==> config.mk <==
export PLATFORM = sky130hd
export DESIGN_NAME = ipff_top
export DESIGN_NICKNAME = d
export VERILOG_FILES = /design/src/design/ipff_pkg.sv /design/src/design/ipff_top.sv
export SDC_FILE = /design/constraint.sdc
export NUM_CORES = 1
export LEC_CHECK = 0
export BUFFER_PORTS_ARGS = -buffer_cell sky130_fd_sc_hd__buf_2
export CORE_MARGIN = 8
export CORE_UTILIZATION = 52
export CTS_CLUSTER_SIZE = 28
export DETAILED_ROUTE_END_ITERATION = 10
export PLACE_DENSITY_LB_ADDON = 0.12
export SLEW_MARGIN = 40
export SYNTH_ARGS = -nofsm -noshare
export SYNTH_HDL_FRONTEND = slang
export SYNTH_SLANG_ARGS = --single-unit
==> constraint.sdc <==
create_clock -name mclk -period 3.51 [get_ports mclk]
set_input_delay 0.702 -clock mclk [delete_from_list [all_inputs] [get_ports mclk]]
set_output_delay 0.702 -clock mclk [all_outputs]
set_load 0.1 [all_outputs]
==> src/design/ipff_pkg.sv <==
// Purpose: shared constants, types and register map of the pin FIFO block
// Assumes: one clock domain, APB register access with 32-bit data
// Notes: storage depth and threshold range are fixed by the pin FIFO cell
package ipff_pkg;
    // storage geometry
    localparam int IPFF_DEPTH = 64;
    localparam int IPFF_PTR_W = 6;
    localparam int IPFF_LVL_W = 7;
    localparam int IPFF_THR_W = 6;
    localparam int IPFF_WIDTH_MAX = 499;
    localparam int IPFF_CLUSTER_PINS = 2;
    localparam int IPFF_CLUSTERS_MAX = 13;
    localparam int IPFF_CTRL_PER_EDGE = 2;
    localparam logic [IPFF_LVL_W-1:0] IPFF_LVL_FULL = 7'h40;
    localparam logic [IPFF_LVL_W-1:0] IPFF_LVL_ZERO = 7'h00;
    localparam logic [IPFF_PTR_W-1:0] IPFF_PTR_ZERO = 6'h00;
    localparam logic [IPFF_PTR_W-1:0] IPFF_PTR_ONE = 6'h01;
    localparam logic [IPFF_THR_W-1:0] IPFF_THR_RST = 6'h01;
    localparam logic [IPFF_THR_W-1:0] IPFF_THR_ZERO = 6'h00;
    // register map, byte addresses
    localparam int IPFF_AW = 8;
    localparam logic [IPFF_AW-1:0] IPFF_OFS_CTRL = 8'h00;
    localparam logic [IPFF_AW-1:0] IPFF_OFS_THRESH = 8'h04;
    localparam logic [IPFF_AW-1:0] IPFF_OFS_STATUS = 8'h08;
    localparam logic [IPFF_AW-1:0] IPFF_OFS_INT_STAT = 8'h0C;
    localparam logic [IPFF_AW-1:0] IPFF_OFS_INT_MASK = 8'h10;
    // field positions
    localparam int IPFF_TH_LOW_LSB = 0;
    localparam int IPFF_TH_HIGH_LSB = 8;
    localparam int IPFF_ST_LVL_LSB = 16;
    // interrupt event bits
    localparam int IPFF_EV_N = 6;
    localparam int IPFF_EV_OVERFLOW = 0;
    localparam int IPFF_EV_UNDERFLOW = 1;
    localparam int IPFF_EV_FULL = 2;
    localparam int IPFF_EV_EMPTY = 3;
    localparam int IPFF_EV_ALMOST_FULL_FLAG = 4;
    localparam int IPFF_EV_ALMOST_EMPTY_FLAG = 5;
    localparam logic [IPFF_EV_N-1:0] IPFF_EV_RST = 6'h00;

    typedef enum logic [1:0] {
        IPFF_MODE_BYPASS = 2'b00,
        IPFF_MODE_BLOCK = 2'b01,
        IPFF_MODE_SINGLE = 2'b10
    } ipff_mode_t;

    typedef struct packed {
        logic almost_full;
        logic almost_empty;
        logic full;
        logic empty;
    } ipff_flags_t;

    localparam ipff_flags_t IPFF_FLAGS_CLEAR = '{1'b0, 1'b1, 1'b0, 1'b1};

    typedef struct packed {
        logic [IPFF_THR_W-1:0] high;
        logic [IPFF_THR_W-1:0] low;
    } ipff_thresh_t;
endpackage

==> src/design/ipff_top.sv <==
// Purpose: one pin FIFO group with its block controller, flags and APB registers
// Assumes: read and write sides share mclk; enables and clear are synchronous to it
// Notes: flags and read data are registered; threshold value 0 is served as 1
//
// Functional notes
// each pin lane has 64 one-bit entries buffering pin data
// per lane: bypass, part of a grouped block, or single-bit FIFO
// lanes pair into clusters of two; up to 13 clusters share a controller
// two independent controllers per tile edge, each owning its own group
// writes blocked when full, reads blocked when empty, whatever the enables
// read enable low at the edge outputs word at read pointer, then advances
// write enable low at the edge stores data at write pointer, then advances
// clear low zeroes read data and returns both pointers to location 0
// empty flag set when no data held, timed by the read clock
// full flag set at maximum entries, timed by the write clock
// almost-empty set when level at or below threshold 1 to 63
// almost-full set when level at or above threshold 1 to 63
// both thresholds default to 1
// bank width 1 to 499 bits, default 1
// a soft controller uses the same controls and gives identical flags
// controller serves clocks up to 350 MHz
// a blocked access changes neither data, pointers nor level
// after clear, empty and almost-empty set, full and almost-full clear
//
// Our own choices: the register addresses and the APB slave port.
`timescale 1ns/1ns
`default_nettype none
module ipff_top
    import ipff_pkg::*;
#(
    parameter int WIDTH = 1
) (
    // clock and reset
    input wire logic mclk,
    input wire logic rst_n,
    // apb slave
    input wire logic psel,
    input wire logic penable,
    input wire logic pwrite,
    input wire logic [IPFF_AW-1:0] paddr,
    input wire logic [31:0] pwdata,
    output logic [31:0] prdata,
    output logic pready,
    output logic pslverr,
    // user data side
    input wire logic clear_n,
    input wire logic write_en_n,
    input wire logic [WIDTH-1:0] write_data_in,
    input wire logic read_en_n,
    output logic [WIDTH-1:0] read_data,
    // flags
    output logic empty_flag,
    output logic full_flag,
    output logic almost_empty_flag,
    output logic almost_full_flag,
    output logic irq
);
    // one instance is one controller; wider banks join several instances
    generate
        if (WIDTH < 1 || WIDTH > IPFF_WIDTH_MAX) begin : g_bad_width
            $error("ipff_top: WIDTH out of range");
        end
    endgenerate

    // a zero threshold is outside the legal range; serve it as the minimum
    function automatic logic [IPFF_THR_W-1:0] thr_fix(input logic [IPFF_THR_W-1:0] v);
        thr_fix = (v == IPFF_THR_ZERO) ? IPFF_THR_RST : v;
    endfunction

    // configuration and interrupt registers
    ipff_mode_t mode;
    ipff_thresh_t thresh;
    logic [IPFF_EV_N-1:0] int_stat;
    logic [IPFF_EV_N-1:0] int_mask;

    // storage and pointers
    logic [WIDTH-1:0] mem [IPFF_DEPTH];
    logic [IPFF_PTR_W-1:0] wptr;
    logic [IPFF_PTR_W-1:0] rptr;
    logic [IPFF_LVL_W-1:0] level;
    ipff_flags_t flags;

    // datapath decode
    wire logic buffered = (mode != IPFF_MODE_BYPASS);
    wire logic wr_req = buffered && !write_en_n;
    wire logic rd_req = buffered && !read_en_n;
    wire logic wr_ok = wr_req && !flags.full;
    wire logic rd_ok = rd_req && !flags.empty;
    wire logic [IPFF_LVL_W-1:0] wr_inc = {{(IPFF_LVL_W-1){1'b0}}, wr_ok};
    wire logic [IPFF_LVL_W-1:0] rd_dec = {{(IPFF_LVL_W-1){1'b0}}, rd_ok};
    wire logic [IPFF_LVL_W-1:0] next_level = level + wr_inc - rd_dec;
    wire logic [IPFF_LVL_W-1:0] low_level_threshold = {1'b0, thr_fix(thresh.low)};
    wire logic [IPFF_LVL_W-1:0] high_level_threshold = {1'b0, thr_fix(thresh.high)};

    // flags from the next level so they match the stored level after the edge;
    // one add, one subtract and four compares keep the path short enough for 350 MHz
    ipff_flags_t next_flags;
    assign next_flags.empty = (next_level == IPFF_LVL_ZERO);
    assign next_flags.full = (next_level == IPFF_LVL_FULL);
    assign next_flags.almost_empty = (next_level <= low_level_threshold);
    assign next_flags.almost_full = (next_level >= high_level_threshold);

    // read word: single mode buffers lane 0 only, the other lanes pass straight
    wire logic [WIDTH-1:0] head = mem[rptr];
    logic [WIDTH-1:0] next_read_data;
    always_comb begin
        next_read_data = read_data;
        unique case (mode)
            IPFF_MODE_BYPASS: begin
                next_read_data = write_data_in;
            end
            IPFF_MODE_BLOCK: begin
                if (rd_ok) begin
                    next_read_data = head;
                end
            end
            IPFF_MODE_SINGLE: begin
                next_read_data = write_data_in;
                next_read_data[0] = rd_ok ? head[0] : read_data[0];
            end
            default: begin
                next_read_data = write_data_in;
            end
        endcase
    end

    // storage has no reset, so it maps to plain memory
    always_ff @(posedge mclk) begin
        if (wr_ok) begin
            mem[wptr] <= write_data_in;
        end
    end

    always_ff @(posedge mclk) begin
        if (!rst_n || !clear_n) begin
            wptr <= IPFF_PTR_ZERO;
            rptr <= IPFF_PTR_ZERO;
            level <= IPFF_LVL_ZERO;
            flags <= IPFF_FLAGS_CLEAR;
            read_data <= '0;
        end else begin
            wptr <= wr_ok ? wptr + IPFF_PTR_ONE : wptr;
            rptr <= rd_ok ? rptr + IPFF_PTR_ONE : rptr;
            level <= next_level;
            flags <= next_flags;
            read_data <= next_read_data;
        end
    end

    always_comb begin
        empty_flag = flags.empty;
        full_flag = flags.full;
        almost_empty_flag = flags.almost_empty;
        almost_full_flag = flags.almost_full;
    end

    // events: blocked accesses and rising flag edges
    logic [IPFF_EV_N-1:0] events;
    always_comb begin
        events = IPFF_EV_RST;
        events[IPFF_EV_OVERFLOW] = wr_req && flags.full && clear_n;
        events[IPFF_EV_UNDERFLOW] = rd_req && flags.empty && clear_n;
        events[IPFF_EV_FULL] = next_flags.full && !flags.full && clear_n;
        events[IPFF_EV_EMPTY] = next_flags.empty && !flags.empty && clear_n;
        events[IPFF_EV_ALMOST_FULL_FLAG] = next_flags.almost_full && !flags.almost_full && clear_n;
        events[IPFF_EV_ALMOST_EMPTY_FLAG] = next_flags.almost_empty && !flags.almost_empty && clear_n;
    end

    // apb decode; one wait state so read data and error come from flops
    wire logic access = psel && penable;
    wire logic done = access && pready;
    wire logic wr_fire = done && pwrite;
    wire logic hit_ctrl = (paddr == IPFF_OFS_CTRL);
    wire logic hit_thresh = (paddr == IPFF_OFS_THRESH);
    wire logic hit_status = (paddr == IPFF_OFS_STATUS);
    wire logic hit_stat = (paddr == IPFF_OFS_INT_STAT);
    wire logic hit_mask = (paddr == IPFF_OFS_INT_MASK);
    wire logic mapped = hit_ctrl || hit_thresh || hit_status || hit_stat || hit_mask;
    wire logic [1:0] wmode = pwdata[1:0];
    wire logic mode_legal = (wmode == IPFF_MODE_BYPASS) || (wmode == IPFF_MODE_BLOCK)
        || (wmode == IPFF_MODE_SINGLE);
    wire logic [IPFF_EV_N-1:0] w1c = (wr_fire && hit_stat) ? pwdata[IPFF_EV_N-1:0] : IPFF_EV_RST;

    logic [31:0] rd_mux;
    always_comb begin
        rd_mux = 32'h0000_0000;
        if (hit_ctrl) begin
            rd_mux[1:0] = mode;
        end
        if (hit_thresh) begin
            rd_mux[IPFF_TH_LOW_LSB +: IPFF_THR_W] = thresh.low;
            rd_mux[IPFF_TH_HIGH_LSB +: IPFF_THR_W] = thresh.high;
        end
        if (hit_status) begin
            rd_mux[3:0] = flags;
            rd_mux[IPFF_ST_LVL_LSB +: IPFF_LVL_W] = level;
        end
        if (hit_stat) begin
            rd_mux[IPFF_EV_N-1:0] = int_stat;
        end
        if (hit_mask) begin
            rd_mux[IPFF_EV_N-1:0] = int_mask;
        end
    end

    always_ff @(posedge mclk) begin
        if (!rst_n) begin
            pready <= 1'b0;
            pslverr <= 1'b0;
            prdata <= 32'h0000_0000;
        end else begin
            pready <= access && !pready;
            pslverr <= access && !pready && !mapped;
            prdata <= (access && !pready && !pwrite) ? rd_mux : 32'h0000_0000;
        end
    end

    always_ff @(posedge mclk) begin
        if (!rst_n) begin
            mode <= IPFF_MODE_BLOCK;
            thresh <= '{IPFF_THR_RST, IPFF_THR_RST};
            int_mask <= IPFF_EV_RST;
        end else if (wr_fire) begin
            if (hit_ctrl && mode_legal) begin
                mode <= ipff_mode_t'(wmode);
            end
            if (hit_thresh) begin
                thresh.low <= pwdata[IPFF_TH_LOW_LSB +: IPFF_THR_W];
                thresh.high <= pwdata[IPFF_TH_HIGH_LSB +: IPFF_THR_W];
            end
            if (hit_mask) begin
                int_mask <= pwdata[IPFF_EV_N-1:0];
            end
        end
    end

    // a new event in the clearing cycle survives the write of one
    always_ff @(posedge mclk) begin
        if (!rst_n) begin
            int_stat <= IPFF_EV_RST;
            irq <= 1'b0;
        end else begin
            int_stat <= (int_stat & ~w1c) | events;
            irq <= |(int_stat & int_mask);
        end
    end
endmodule
`default_nettype wire

### Word level (Yosys, flattened, before mapping)

Memories as Yosys holds them, arrays and structs flattened. A register that Yosys moved wholly into a read port is not among the register bits.
Cells that the tools add are included.

| operators by class | value |
|---|---|
| order comparisons | 2 |
| bitwise gates (word level) | 4 |
| mux-type cells | 14 |
| reductions and logical operators | 56 |
| equality and inequality tests | 10 |
| $add $sub $neg | 4 |

Operator list:

| operator | number |
|---|---|
| two-way mux 6 bit | 8 |
| logical AND 1 bit | 24 |
| == test 8 x 4 -> 1 bit, second input constant | 2 |
| adder 6 x 1 -> 6 bit, second input constant | 2 |
| AND 6 bit | 2 |
| logical NOT 6 bit | 2 |
| logical NOT 1 bit | 11 |
| == test 8 x 3 -> 1 bit, second input constant | 1 |
| == test 8 x 5 -> 1 bit, second input constant | 1 |
| logical NOT 8 bit | 1 |
| AND reduction 2 bit | 4 |
| adder 7 x 1 -> 7 bit | 1 |
| == test 7 bit, second input constant | 1 |
| greater-or-equal comparator 7 x 6 -> 1 bit | 1 |
| less-or-equal comparator 7 x 6 -> 1 bit | 1 |
| logical NOT 7 bit | 1 |
| logical OR 1 bit | 7 |
| subtractor 7 x 1 -> 7 bit | 1 |
| inverter 6 bit | 1 |
| OR 6 bit | 1 |
| AND reduction 3 bit | 2 |
| OR reduction 6 bit | 1 |
| == test 2 x 1 -> 1 bit, second input constant | 2 |
| == test 2 bit, second input constant | 2 |
| 7 further kinds | 10 |

| storage, ports and cells | value |
|---|---|
| logic and storage cells | 111 |
| bits in writable memories | 64 |
| register bits after elaboration | 85 |
| memories kept | 1 |

Memory list:

| name | words | bits a word | read ports | clocked after memory_dff | wr ports | line | source |
|---|---|---|---|---|---|---|---|
| mem | 64 | 1 | 1 | 1 | 1 | ipff_top.sv:77 | `logic [WIDTH-1:0] mem [IPFF_DEPTH];` |

### Depth between registers and ports, before layout

Gate-level depths: netlist of the first run.

| logic depth | value |
|---|---|
| depth after elaboration | 9 |
| gate-level depth with buffers | 14 |

### Worst setup path before layout of the first run

OpenSTA, ideal clock, no wires.

| timing | value |
|---|---|
| path kind | reg-to-reg |
| start | register flags, in the netlist full_flag |
| end | register int_stat[4] |
| clock period less this slack | 3.599 ns |
| setup slack | -0.089 ns |
| cell stages (with the launch flop) | 13 |
| data arrival time | 3.440 ns |
| required time | 3.350 ns |
| cell sequence | dfxtp_1 -> nor3_2 -> nand2b_1 -> ha_1 -> a21o_1 -> a21oi_1 -> xnor2_1 -> ha_1 -> a21oi_1 -> o21ai_0 -> maj3_1 -> a211oi_1 -> o31ai_1 |

| between the ends | value |
|---|---|
| word-level cells in the longest chain between the ends | 8 |

Ends and longest elaborated chain:

| element | line | source |
|---|---|---|
| from (decl) | ipff_top.sv:81 | `ipff_flags_t flags;` |
| from (signal assigned) | ipff_top.sv:145 | `flags <= next_flags;` |
| logical NOT 1 bit | ipff_top.sv:87 | `wire logic wr_ok = wr_req && !flags.full;` |
| logical AND 1 bit | ipff_top.sv:87 |  |
| adder 7 x 1 -> 7 bit | ipff_top.sv:91 | `wire logic [IPFF_LVL_W-1:0] next_level = level + wr_inc - rd_dec;` |
| subtractor 7 x 1 -> 7 bit | ipff_top.sv:91 |  |
| named net next_level[3] | ipff_top.sv:91 |  |
| greater-or-equal comparator 7 x 6 -> 1 bit | ipff_top.sv:101 | `assign next_flags.almost_full = (next_level >= high_level_threshold);` |
| logical AND 1 bit (2 in series) | ipff_top.sv:165 | `events[IPFF_EV_ALMOST_FULL_FLAG] = next_flags.almost_full && !flags.almost_full && clear_n;` |
| OR 6 bit | ipff_top.sv:243 | `int_stat <= (int_stat & ~w1c) \| events;` |
| to (signal assigned) | ipff_top.sv:243 |  |
| to (decl) | ipff_top.sv:73 | `logic [IPFF_EV_N-1:0] int_stat;` |

The timed path passes the listed nets, and every way through them passes these cells.
A chain may end at the register's enable or synchronous reset.

### Worst setup path after layout of the first run

| timing | value |
|---|---|
| start | register mode[0] |
| end | register int_stat[4] |

| between the ends | value |
|---|---|
| word-level cells in the longest chain between the ends | 9 |

Ends and longest elaborated chain:

| element | line | source |
|---|---|---|
| from (decl) | ipff_top.sv:71 | `ipff_mode_t mode;` |
| from (signal assigned) | ipff_top.sv:225 | `mode <= ipff_mode_t'(wmode);` |
| nonzero test 2 bit * | ipff_top.sv:84 | `wire logic buffered = (mode != IPFF_MODE_BYPASS);` |
| logical AND 1 bit | ipff_top.sv:85 | `wire logic wr_req = buffered && !write_en_n;` |
| logical AND 1 bit | ipff_top.sv:87 |  |
| adder 7 x 1 -> 7 bit | ipff_top.sv:91 |  |
| subtractor 7 x 1 -> 7 bit * | ipff_top.sv:91 |  |
| named net next_level[3] | ipff_top.sv:91 |  |
| greater-or-equal comparator 7 x 6 -> 1 bit * | ipff_top.sv:101 |  |
| logical AND 1 bit * (2 in series) | ipff_top.sv:165 |  |
| OR 6 bit * | ipff_top.sv:243 |  |

The timed path passes the listed nets; every way through them passes the cells marked *.

==> results of run 1 <==
## worst max-delay path: stages, from the launching register on
cell,delay [ps]
dfxtp_1,340
inv_1,50
ha_2,210
nor3_2,180
buf_4,160
nand2b_1,130
ha_1,250
a21o_1,170
a21oi_1,170
xnor2_1,180
ha_1,280
a21oi_1,140
o21ai_0,120
maj3_1,370
a211oi_2,270
o31ai_1,90
## state kept, by name (all words and copies together) (netlist names), 2 cells and up, named ones only
register and cells:
int_mask 6, prdata 19, mem 64, rptr 6, thresh 12, wptr 6, mode 2, int_stat 6
level 7
## cell families after synthesis
logic type               after synthesis
buffers and inverters                 63
other                                  1
multiplexers                          48
adder cells (fa/ha/maj)               21
flip-flops                           142
AND/OR/NAND/NOR                      243
XOR/XNOR                              15
AO/OA/AOI/OAI                         75
## timing repair
item	CTS	global route
hold endpoints to repair	0	0
resized for setup	0	2
setup buffers	0	0
setup endpoints to repair	0	2
hold buffers	0	0
## stage by stage
stage	instance area [um^2]	power [mW]	TNS (ps)	hold slack (ps)
global route	7480	4.41	0	489
detailed placement	6880	2.50	-10.8	474
CTS	7470	4.26	0	487
floorplan	6510	2.32	0	437
global placement	6880	2.49	0	464
finish	7480	4.25	0	491
## cell usage after synthesis, types with 15 or more instances
master	n
nor2_1	115
clkbuf_1	17
o21ai_0	15
ha_1	19
inv_1	26
nand2_1	39
dfxtp_1	78
a21oi_1	15
buf_4	16
edfxtp_1	64
mux2i_1	40
nand3_1	15
## final timing paths
path                            startpoint          end  depth (start not counted)
worst min register to register  thresh[10]   thresh[10]                          2
worst max register to register     mode[0]  int_stat[4]                         15
worst max-delay path               mode[0]  int_stat[4]                         15
worst min-delay path            thresh[10]   thresh[10]                          2
## per-layer routing
metal / wire length [um] / part of all wire
met5: 0 / 0
met4: 212 / 0.015
met3: 833 / 0.059
met2: 6640 / 0.47
met1: 6550 / 0.46
## cell type report
class	count	area, um^2	area share
clock buffer	24	514	0.0688
clock inverter	8	76.3	0.0102
multi-input combinational	415	2720	0.364
sequential	142	3490	0.466
timing repair buffer	67	365	0.0488
inverter	27	101	0.0135
antenna	1	2.50	0.000335
tap	168	210	0.0281
## power by group
group	switching, mW	total, mW	internal [mW]
Sequential	0.0370	1.80	1.76
Clock	0.665	1.76	1.10
Combinational	0.443	0.683	0.240
Total	1.15	4.25	3.10
==> impl_metrics.tcl, run 1 <==
set metrics [dict create \
    outcome "finished clean" \
    fin_util 0.620 \
    maxSlewViolCount 0 \
    wl_um 14200 \
    htreeDepth 4 \
    drive_gt1_frac 0.182 \
    yosys.area.top_type "edfxtp_1" \
    clock_path_buffers 2 \
    die_width_um 128 \
    synthAdderAreaFrac 0.0414 \
    yosys-top-cells-area "edfxtp_1 30%, dfxtp_1 24%, nor2_1 6.7%" \
    min_period_ps 3260 \
    ir_worst_vdd_mv 0.332 \
    grt_pass1_vias 4451 \
    reg2reg_slack_ps 250 \
    powerDensity_nw_per_um2 568 \
    synthMuxAreaShare 0.0898 \
    cts.sinks 142 \
    final_cell_mix "115 x nor2_1, 76 x dfxtp_1, 64 x edfxtp_1, 55 x buf_2, 40 x mux2i_1" \
    root_buffer "clkbuf_16" \
    maxCapViolCount 0 \
    ys_ff_latch 142 \
    placed_cells_incl_taps 819 \
    wl_per_cell_um 16.7 \
    grt-ovfl-total 0 \
    worst_slack_ps 250 \
    synth-xor-area-share 0.0225 \
    worst_pin_slew_ps 675 \
    grt_pass1_wl_um 22600 \
    antenna_found_initial 1 \
    dieArea_um2 16300 \
    fin_cells 852 \
    worstSetupEndpointType "flip-flop" \
    io_pins 89 \
    criticalPathCategory "reg -> reg" \
    hold_class "reg -> reg" \
    synthCells 608 \
    ant_nets 0 \
    grt-busiest-layer "met2" \
    yosysWarnings 0 \
    rsz0062_at_grt "no" \
    async_reset_ff_frac 0 \
    final_hold_viol_count 0 \
    drc 0 \
    synth_cell_type_count 61 \
    relSlewSlack 0.550 \
    clock_latency_ps 420 \
    synth-edff-count 64 \
    finalSetupViolations 0 \
    tritoncts "yes" \
    initial_core_util 0.536 \
    drt_pass1_iterations 4 \
    core.rowCount 40 \
    numCtsBuffers 17 \
    gr-usage-met2 0.278 \
    dr.first_iter.drc_count 347 \
    required_ps 3800 \
    met3_usage 0.0520 \
    met1_usage 0.235 \
    leakagePower_nw 2.78 \
    synth_compound_area_frac 0.0774 \
    fill_cells 1008 \
    postSynthAreaPerCell_um2 10.6 \
    mostFrequentLayoutCell "nor2_1" \
    finalCritPeriodShare 0.929 \
    port_buffers 55 \
    max_freq_mhz 307 \
    dr_total_vias 4634 \
    area_growth_pct 15.7 \
    yosys.area_share.simple 0.181 \
    hpwl_um 10000 \
    synth_top_family_by_area "simple AND/OR/NAND/NOR gates" \
    ys.flop_type "dfxtp_1" \
    gr-usage-all-layers 0.180 \
    arrival_ps 3550 \
    path_max_fanout 5 \
    path_clk_slew_ps 60 \
    dp_slack_ps -10.8 \
    startpoint_type "flip-flop" \
    viasPerCell 5.44 \
    fp.coreArea_um2 12100 \
    die_y_um 128 \
    grt_max_degree 66 \
    yosysSeqAreaShare 0.539 \
    final.setup_skew_ps 6.81 \
    synth_area_um2 6460 \
    fin_nets 739 \
    synth_top_area_frac 0.297 \
    place.gp.congestion 0.834 \
]
No activity file was read; power rests on OpenSTA's default activity.
==> run 2: changes to the inputs <==
--- a/config.mk
+++ b/config.mk
@@ -11,6 +11,7 @@
 export CTS_CLUSTER_SIZE = 28
 export DETAILED_ROUTE_END_ITERATION = 10
 export PLACE_DENSITY_LB_ADDON = 0.12
+export SKIP_LAST_GASP = 1
 export SLEW_MARGIN = 40
 export SYNTH_ARGS = -nofsm -noshare
 export SYNTH_HDL_FRONTEND = slang
==> constraint.sdc (replaced) <==
create_clock -name mclk -period 3.51 [get_ports mclk]
set_input_delay 0.702 -clock mclk [delete_from_list [all_inputs] [get_ports mclk]]
set_output_delay 0.702 -clock mclk [all_outputs]
set_load 0.05 [all_outputs]
==> impl_metrics.tcl, run 2 (same netlist as run 1, synthesis figures left out) <==
set metrics [dict create \
    outcome "finished clean" \
    required_ps 3800 \
    gr-usage-all-layers 0.185 \
    wl_per_cell_um 17.1 \
    die_width_um 128 \
    io_pins 89 \
    clock_latency_ps 420 \
    ir_worst_vdd_mv 0.252 \
    cts_resized 0 \
    min_period_ps 3400 \
    maxCapViolCount 0 \
    fp.coreArea_um2 12100 \
    path_max_fanout 5 \
    final_cell_mix "115 x nor2_1, 78 x dfxtp_1, 64 x edfxtp_1, 55 x buf_2, 40 x mux2i_1" \
    area_growth_pct 15.4 \
    seq_power_share 0.439 \
    grt_pass1_wl_um 23300 \
    port_buffers 55 \
    top_regs "mem: 64 flops, prdata: 19 flops, thresh: 12 flops" \
    fill_cells 1002 \
    initial_core_util 0.536 \
    startpoint_type "flip-flop" \
    finalCritPeriodShare 0.968 \
    powerDensity_nw_per_um2 549 \
    hold_class "reg -> reg" \
    maxSlewViolCount 0 \
    core.rowCount 40 \
    dieArea_um2 16300 \
    drc 0 \
    relSlewSlack 0.523 \
    die_y_um 128 \
    sw_frac_of_total 0.266 \
    internal_power_mw 3.01 \
    setup-tns-final_ps 0 \
    mostFrequentLayoutCell "nor2_1" \
    antenna_found_initial 1 \
    ant_nets 0 \
    fin_nets 741 \
    drt_pass1_iterations 5 \
    dr_total_vias 4696 \
    clkPwrFrac 0.406 \
    final_hold_viol_count 0 \
    leakagePower_nw 2.77 \
    grt_max_degree 66 \
    root_buffer "clkbuf_16" \
    final.setup_skew_ps 12.9 \
    largest_register_ffs 64 \
    numCtsBuffers 17 \
    clock_path_buffers 2 \
    cts_hold_buf 0 \
    max_flop_register "mem" \
    hpwl_um 10100 \
    hold_slack_ps 473 \
    wl_um 14600 \
    worstSetupEndpointType "flip-flop" \
    cts.sinks 142 \
    path_clk_slew_ps 60 \
    grt-ovfl-total 0 \
    worst_pin_slew_ps 709 \
    power_switching_mw 1.09 \
    max_freq_mhz 294 \
    viasPerCell 5.50 \
    tritoncts "yes" \
    criticalPathCategory "reg -> reg" \
    dr.first_iter.drc_count 384 \
    htreeDepth 4 \
    cts_setup_buffers 0 \
    grt_pass1_vias 4602 \
    drive_gt1_frac 0.180 \
    arrival_ps 3680 \
    power_frac_comb 0.155 \
    finalSetupViolations 0 \
    place.gp.congestion 0.856 \
]
## run 2: changes by cell type in the layout (fill, tap and decap cells not counted), moves of 2 or more
cell       change
dfxtp_1        +2
buf_4          +2
dfxtp_2        -2
clkbuf_16      -2
clkbuf_1       -2
clkinv_1       +3
## run 2: layout make-up
class,count,area [um^2],share of cell area
Antenna cell,1,2.50,0.000335
Clock buffer,20,457,0.0612
Clock inverter,12,93.8,0.0126
Inverter,27,101,0.0136
Multi-Input combinational cell,415,2730,0.366
Sequential cell,142,3480,0.467
Tap cell,168,210,0.0282
Timing Repair Buffer,69,380,0.0510
## run 2: final timing paths
| kind | depth (start not counted) | startpoint | endpoint | slack [ps] |
|---|---|---|---|---|
| min reg2reg | 1 | level[0] | prdata[16] | 470 |
| min | 1 | level[0] | prdata[16] | 470 |
| max | 15 | mode[0] | int_stat[4] | 110 |
| max reg2reg | 15 | mode[0] | int_stat[4] | 110 |
## run 2: power groups by stage
| stage | Sequential (mW) | Clock, mW | Combinational [mW] |
|---|---|---|---|
| after floorplan | 1.86 | 0 | 0.390 |
| final | 1.80 | 1.66 | 0.636 |
| after CTS | 1.80 | 1.69 | 0.609 |
| after global placement | 1.83 | 0 | 0.588 |
| after global routing | 1.80 | 1.76 | 0.688 |
| after detailed placement | 1.83 | 0 | 0.603 |
## run 2: metrics by stage
stage | util | power (mW) | cell area, um^2 | instances | setup slack (ps)
final | 0.619 | 4.10 | 7460 | 854 | 113
after global routing | 0.619 | 4.25 | 7460 | 854 | -27.1
after CTS | 0.617 | 4.10 | 7440 | 853 | 63.4
after detailed placement | 0.571 | 2.44 | 6890 | 821 | -37.1
after global placement | 0.571 | 2.42 | 6890 | 821 | 28.4
after floorplan | - | 2.25 | 6510 | 620 | 117
## run 2: worst max-delay path: stages, from the launching register on
cell      delay (ps)
dfxtp_1          350
inv_1             60
ha_1             280
nor3_2           200
buf_4            150
nand2b_1         140
ha_1             250
a21o_1           160
a21oi_1          190
xnor2_1          200
ha_1             290
a21oi_1          120
o21ai_0          100
maj3_1           390
a211oi_2         290
o31ai_1           90
## run 2: layer usage
layer  part of all wire  vias to the layer above  track usage
met5                  0                        -            0
met4              0.018                        0       0.0805
met1               0.44                     2247        0.238
li1                   -                     2247            -
met2               0.46                      177        0.289
met3              0.080                       25       0.0478
==> run 3: changes to the inputs <==
--- a/config.mk
+++ b/config.mk
@@ -5,6 +5,7 @@
 export SDC_FILE = /design/constraint.sdc
 export NUM_CORES = 1
 export LEC_CHECK = 0
+export ABC_AREA = 1
 export BUFFER_PORTS_ARGS = -buffer_cell sky130_fd_sc_hd__buf_2
 export CORE_MARGIN = 8
 export CORE_UTILIZATION = 52
==> impl_metrics.tcl, run 3 <==
set metrics [dict create \
    ys.flop_type "dfxtp_1" \
    async_reset_ff_frac 0 \
    synthMuxAreaShare 0 \
    r2r_cells 21 \
    synth_top_area_frac 0.290 \
    holdPathStages 2 \
    ant_nets 0 \
    criticalPathCategory "reg -> reg" \
    viasPerCell 5.22 \
    final.setup_skew_ps 5.56 \
    final_area_um2 7560 \
    area_growth_pct 14.2 \
    startpoint_type "flip-flop" \
    hpwl_um 11300 \
    required_ps 3810 \
    port_buffers 55 \
    dr_total_vias 5385 \
    top_regs "mem: 64 flops, prdata: 19 flops, thresh: 12 flops" \
    antenna_cells 0 \
    initial_core_util 0.529 \
    numCtsBuffers 17 \
    clock_latency_ps 420 \
    fp.coreArea_um2 12500 \
    yosysWarnings 0 \
    placed_cell_area_um2 7010 \
    synth-edff-count 64 \
    grt_max_degree 66 \
    finalCritPeriodShare 0.934 \
    maxCapViolCount 0 \
    synth_top_family_by_area "simple AND/OR/NAND/NOR gates" \
    min_from "level[6]" \
    relSlewSlack 0.563 \
    htreeDepth 4 \
    max_freq_mhz 305 \
    wl_um 15600 \
    yosys.area.top_type "edfxtp_1" \
    grt-ovfl-total 0 \
    synthAdderAreaFrac 0.0390 \
    drive_gt1_frac 0.132 \
    fill_cells 1187 \
    final_hold_viol_count 0 \
    wl_per_cell_um 15.1 \
    place.gp.congestion 0.935 \
    largest_register_ffs 64 \
    final_cell_mix "151 x nand2_1, 108 x nor2_1, 94 x inv_1, 85 x nand3_1, 78 x dfxtp_1" \
    rsz0062_at_grt "no" \
    path_clk_slew_ps 50 \
    antenna_found_initial 0 \
    yosys-top-cells-area "edfxtp_1 29%, dfxtp_1 24%, nand2_1 8.6%" \
    io_pins 89 \
    worst_pin_slew_ps 655 \
    synth_area_um2 6620 \
    powerDensity_nw_per_um2 526 \
    yosysSeqAreaShare 0.526 \
    outcome "finished clean" \
    drt_pass1_iterations 6 \
    leakagePower_nw 3.13 \
    r2r-end "int_stat[5]" \
    die_width_um 129 \
    yosys.area_share.simple 0.256 \
    gr-usage-all-layers 0.198 \
    cts.sinks 142 \
    max_flop_register "mem" \
    hold_class "reg -> reg" \
    mostFrequentLayoutCell "nand2_1" \
    synth_compound_area_frac 0.0887 \
    worstSetupEndpointType "flip-flop" \
    min_period_ps 3280 \
    cts_setup_buffers 0 \
    drc 0 \
    grt_pass1_vias 5318 \
    ys_ff_latch 142 \
    root_buffer "clkbuf_16" \
    timing.rr.start "mode[0]" \
    synth_most_common_cell "nand2_1" \
    die_y_um 129 \
    ys_top_cells_by_count "151 x nand2_1, 111 x nor2_1, 94 x inv_1, 85 x nand3_1, 78 x dfxtp_1" \
    setup-tns-final_ps 0 \
    postSynthAreaPerCell_um2 8.44 \
    maxSlewViolCount 0 \
    fin_nets 915 \
    dr.first_iter.drc_count 323 \
    finalSetupViolations 0 \
    synth-xor-area-share 0.00132 \
    path_max_fanout 4 \
    min_to "prdata[22]" \
    tritoncts "yes" \
    ir_worst_vdd_mv 0.336 \
    synthCells 784 \
    reg2reg_slack_ps 230 \
    synth_cell_type_count 45 \
    dieArea_um2 16600 \
    arrival_ps 3580 \
    core.rowCount 41 \
    clock_path_buffers 2 \
    grt_pass1_wl_um 25500 \
]
run 3: layout make-up:
| cell class | count | area (um^2) | area share |
|---|---|---|---|
| sequential | 142 | 3480 | 0.461 |
| multi-input combinational | 521 | 2610 | 0.346 |
| clock buffer | 31 | 528 | 0.0699 |
| inverter | 102 | 383 | 0.0507 |
| timing repair buffer | 62 | 330 | 0.0437 |
| tap | 172 | 215 | 0.0285 |
| clock inverter | 1 | 5.00 | 0.000662 |
run 3: report_power, final:
group	switching (mW)	internal, mW
Clock	0.624	0.997
Sequential	0.0336	1.76
Combinational	0.390	0.173
Total	1.05	2.93
run 3: repair_timing:
item                       4_1_cts  5_1_grt
setup endpoints to repair        0        3
hold buffers                     0        0
hold endpoints to repair         0        0
resized for setup                0        4
run 3: worst max-delay path, stage by stage (launching register included):
cell	delay, ps
dfxtp_1	330
inv_1	70
ha_1	240
nor2_2	170
inv_1	90
nor2_4	120
inv_2	50
nand2_1	50
nand2_1	50
ha_1	220
fa_1	430
nor2_1	160
nor2_2	80
buf_4	140
ha_1	310
inv_1	50
o31ai_1	220
nand3_1	110
nand2_1	90
nand2_1	60
nand2_1	60
a21oi_1	50
run 3: per-layer routing:
layer	routed length, um	GRT usage	part of all wire	up-vias
li1	-	-	-	2688
met1	6200	0.213	0.40	2528
met2	8230	0.361	0.53	143
met3	771	0.0405	0.049	26
met4	412	0.0954	0.026	0
met5	0	0	0	-
run 3: worst max path at each step:
| stage | start | endpoint | slack (ps) | cells past startpoint |
|---|---|---|---|---|
| final | mode[0] | int_stat[5] | 230 | 21 |
| after global routing | mode[0] | int_stat[5] | 10 | 21 |
| after CTS | mode[0] | int_stat[5] | 220 | 22 |
| after detailed placement | read_en_n | int_stat[5] | 50 | 21 |
| after global placement | read_en_n | int_stat[4] | 140 | 20 |
| after floorplan | write_en_n | int_stat[4] | 430 | 19 |
run 3: cells by family (layout without fill, tap and decap cells):
| group | after synthesis | in the layout |
|---|---|---|
| xor+xnor | 1 | 1 |
| buf+inv | 133 | 196 |
| compound gates | 103 | 103 |
| flops | 142 | 142 |
| simple gates | 384 | 384 |
| fa+ha+maj | 20 | 20 |
| other cells | 1 | 13 |
run 3: metrics by stage:
step | worst slack [ps] | utilization | hold slack, ps | total power, mW | std cells
2_1_floorplan | 427 | - | 413 | 2.24 | 796
3_3_place_gp | 136 | 0.560 | 442 | 2.37 | 999
3_5_place_dp | 54.0 | 0.560 | 441 | 2.39 | 999
4_1_cts | 223 | 0.603 | 450 | 4.00 | 1031
5_1_grt | 10.4 | 0.604 | 494 | 4.15 | 1031
6_report | 232 | 0.604 | 448 | 3.98 | 1031
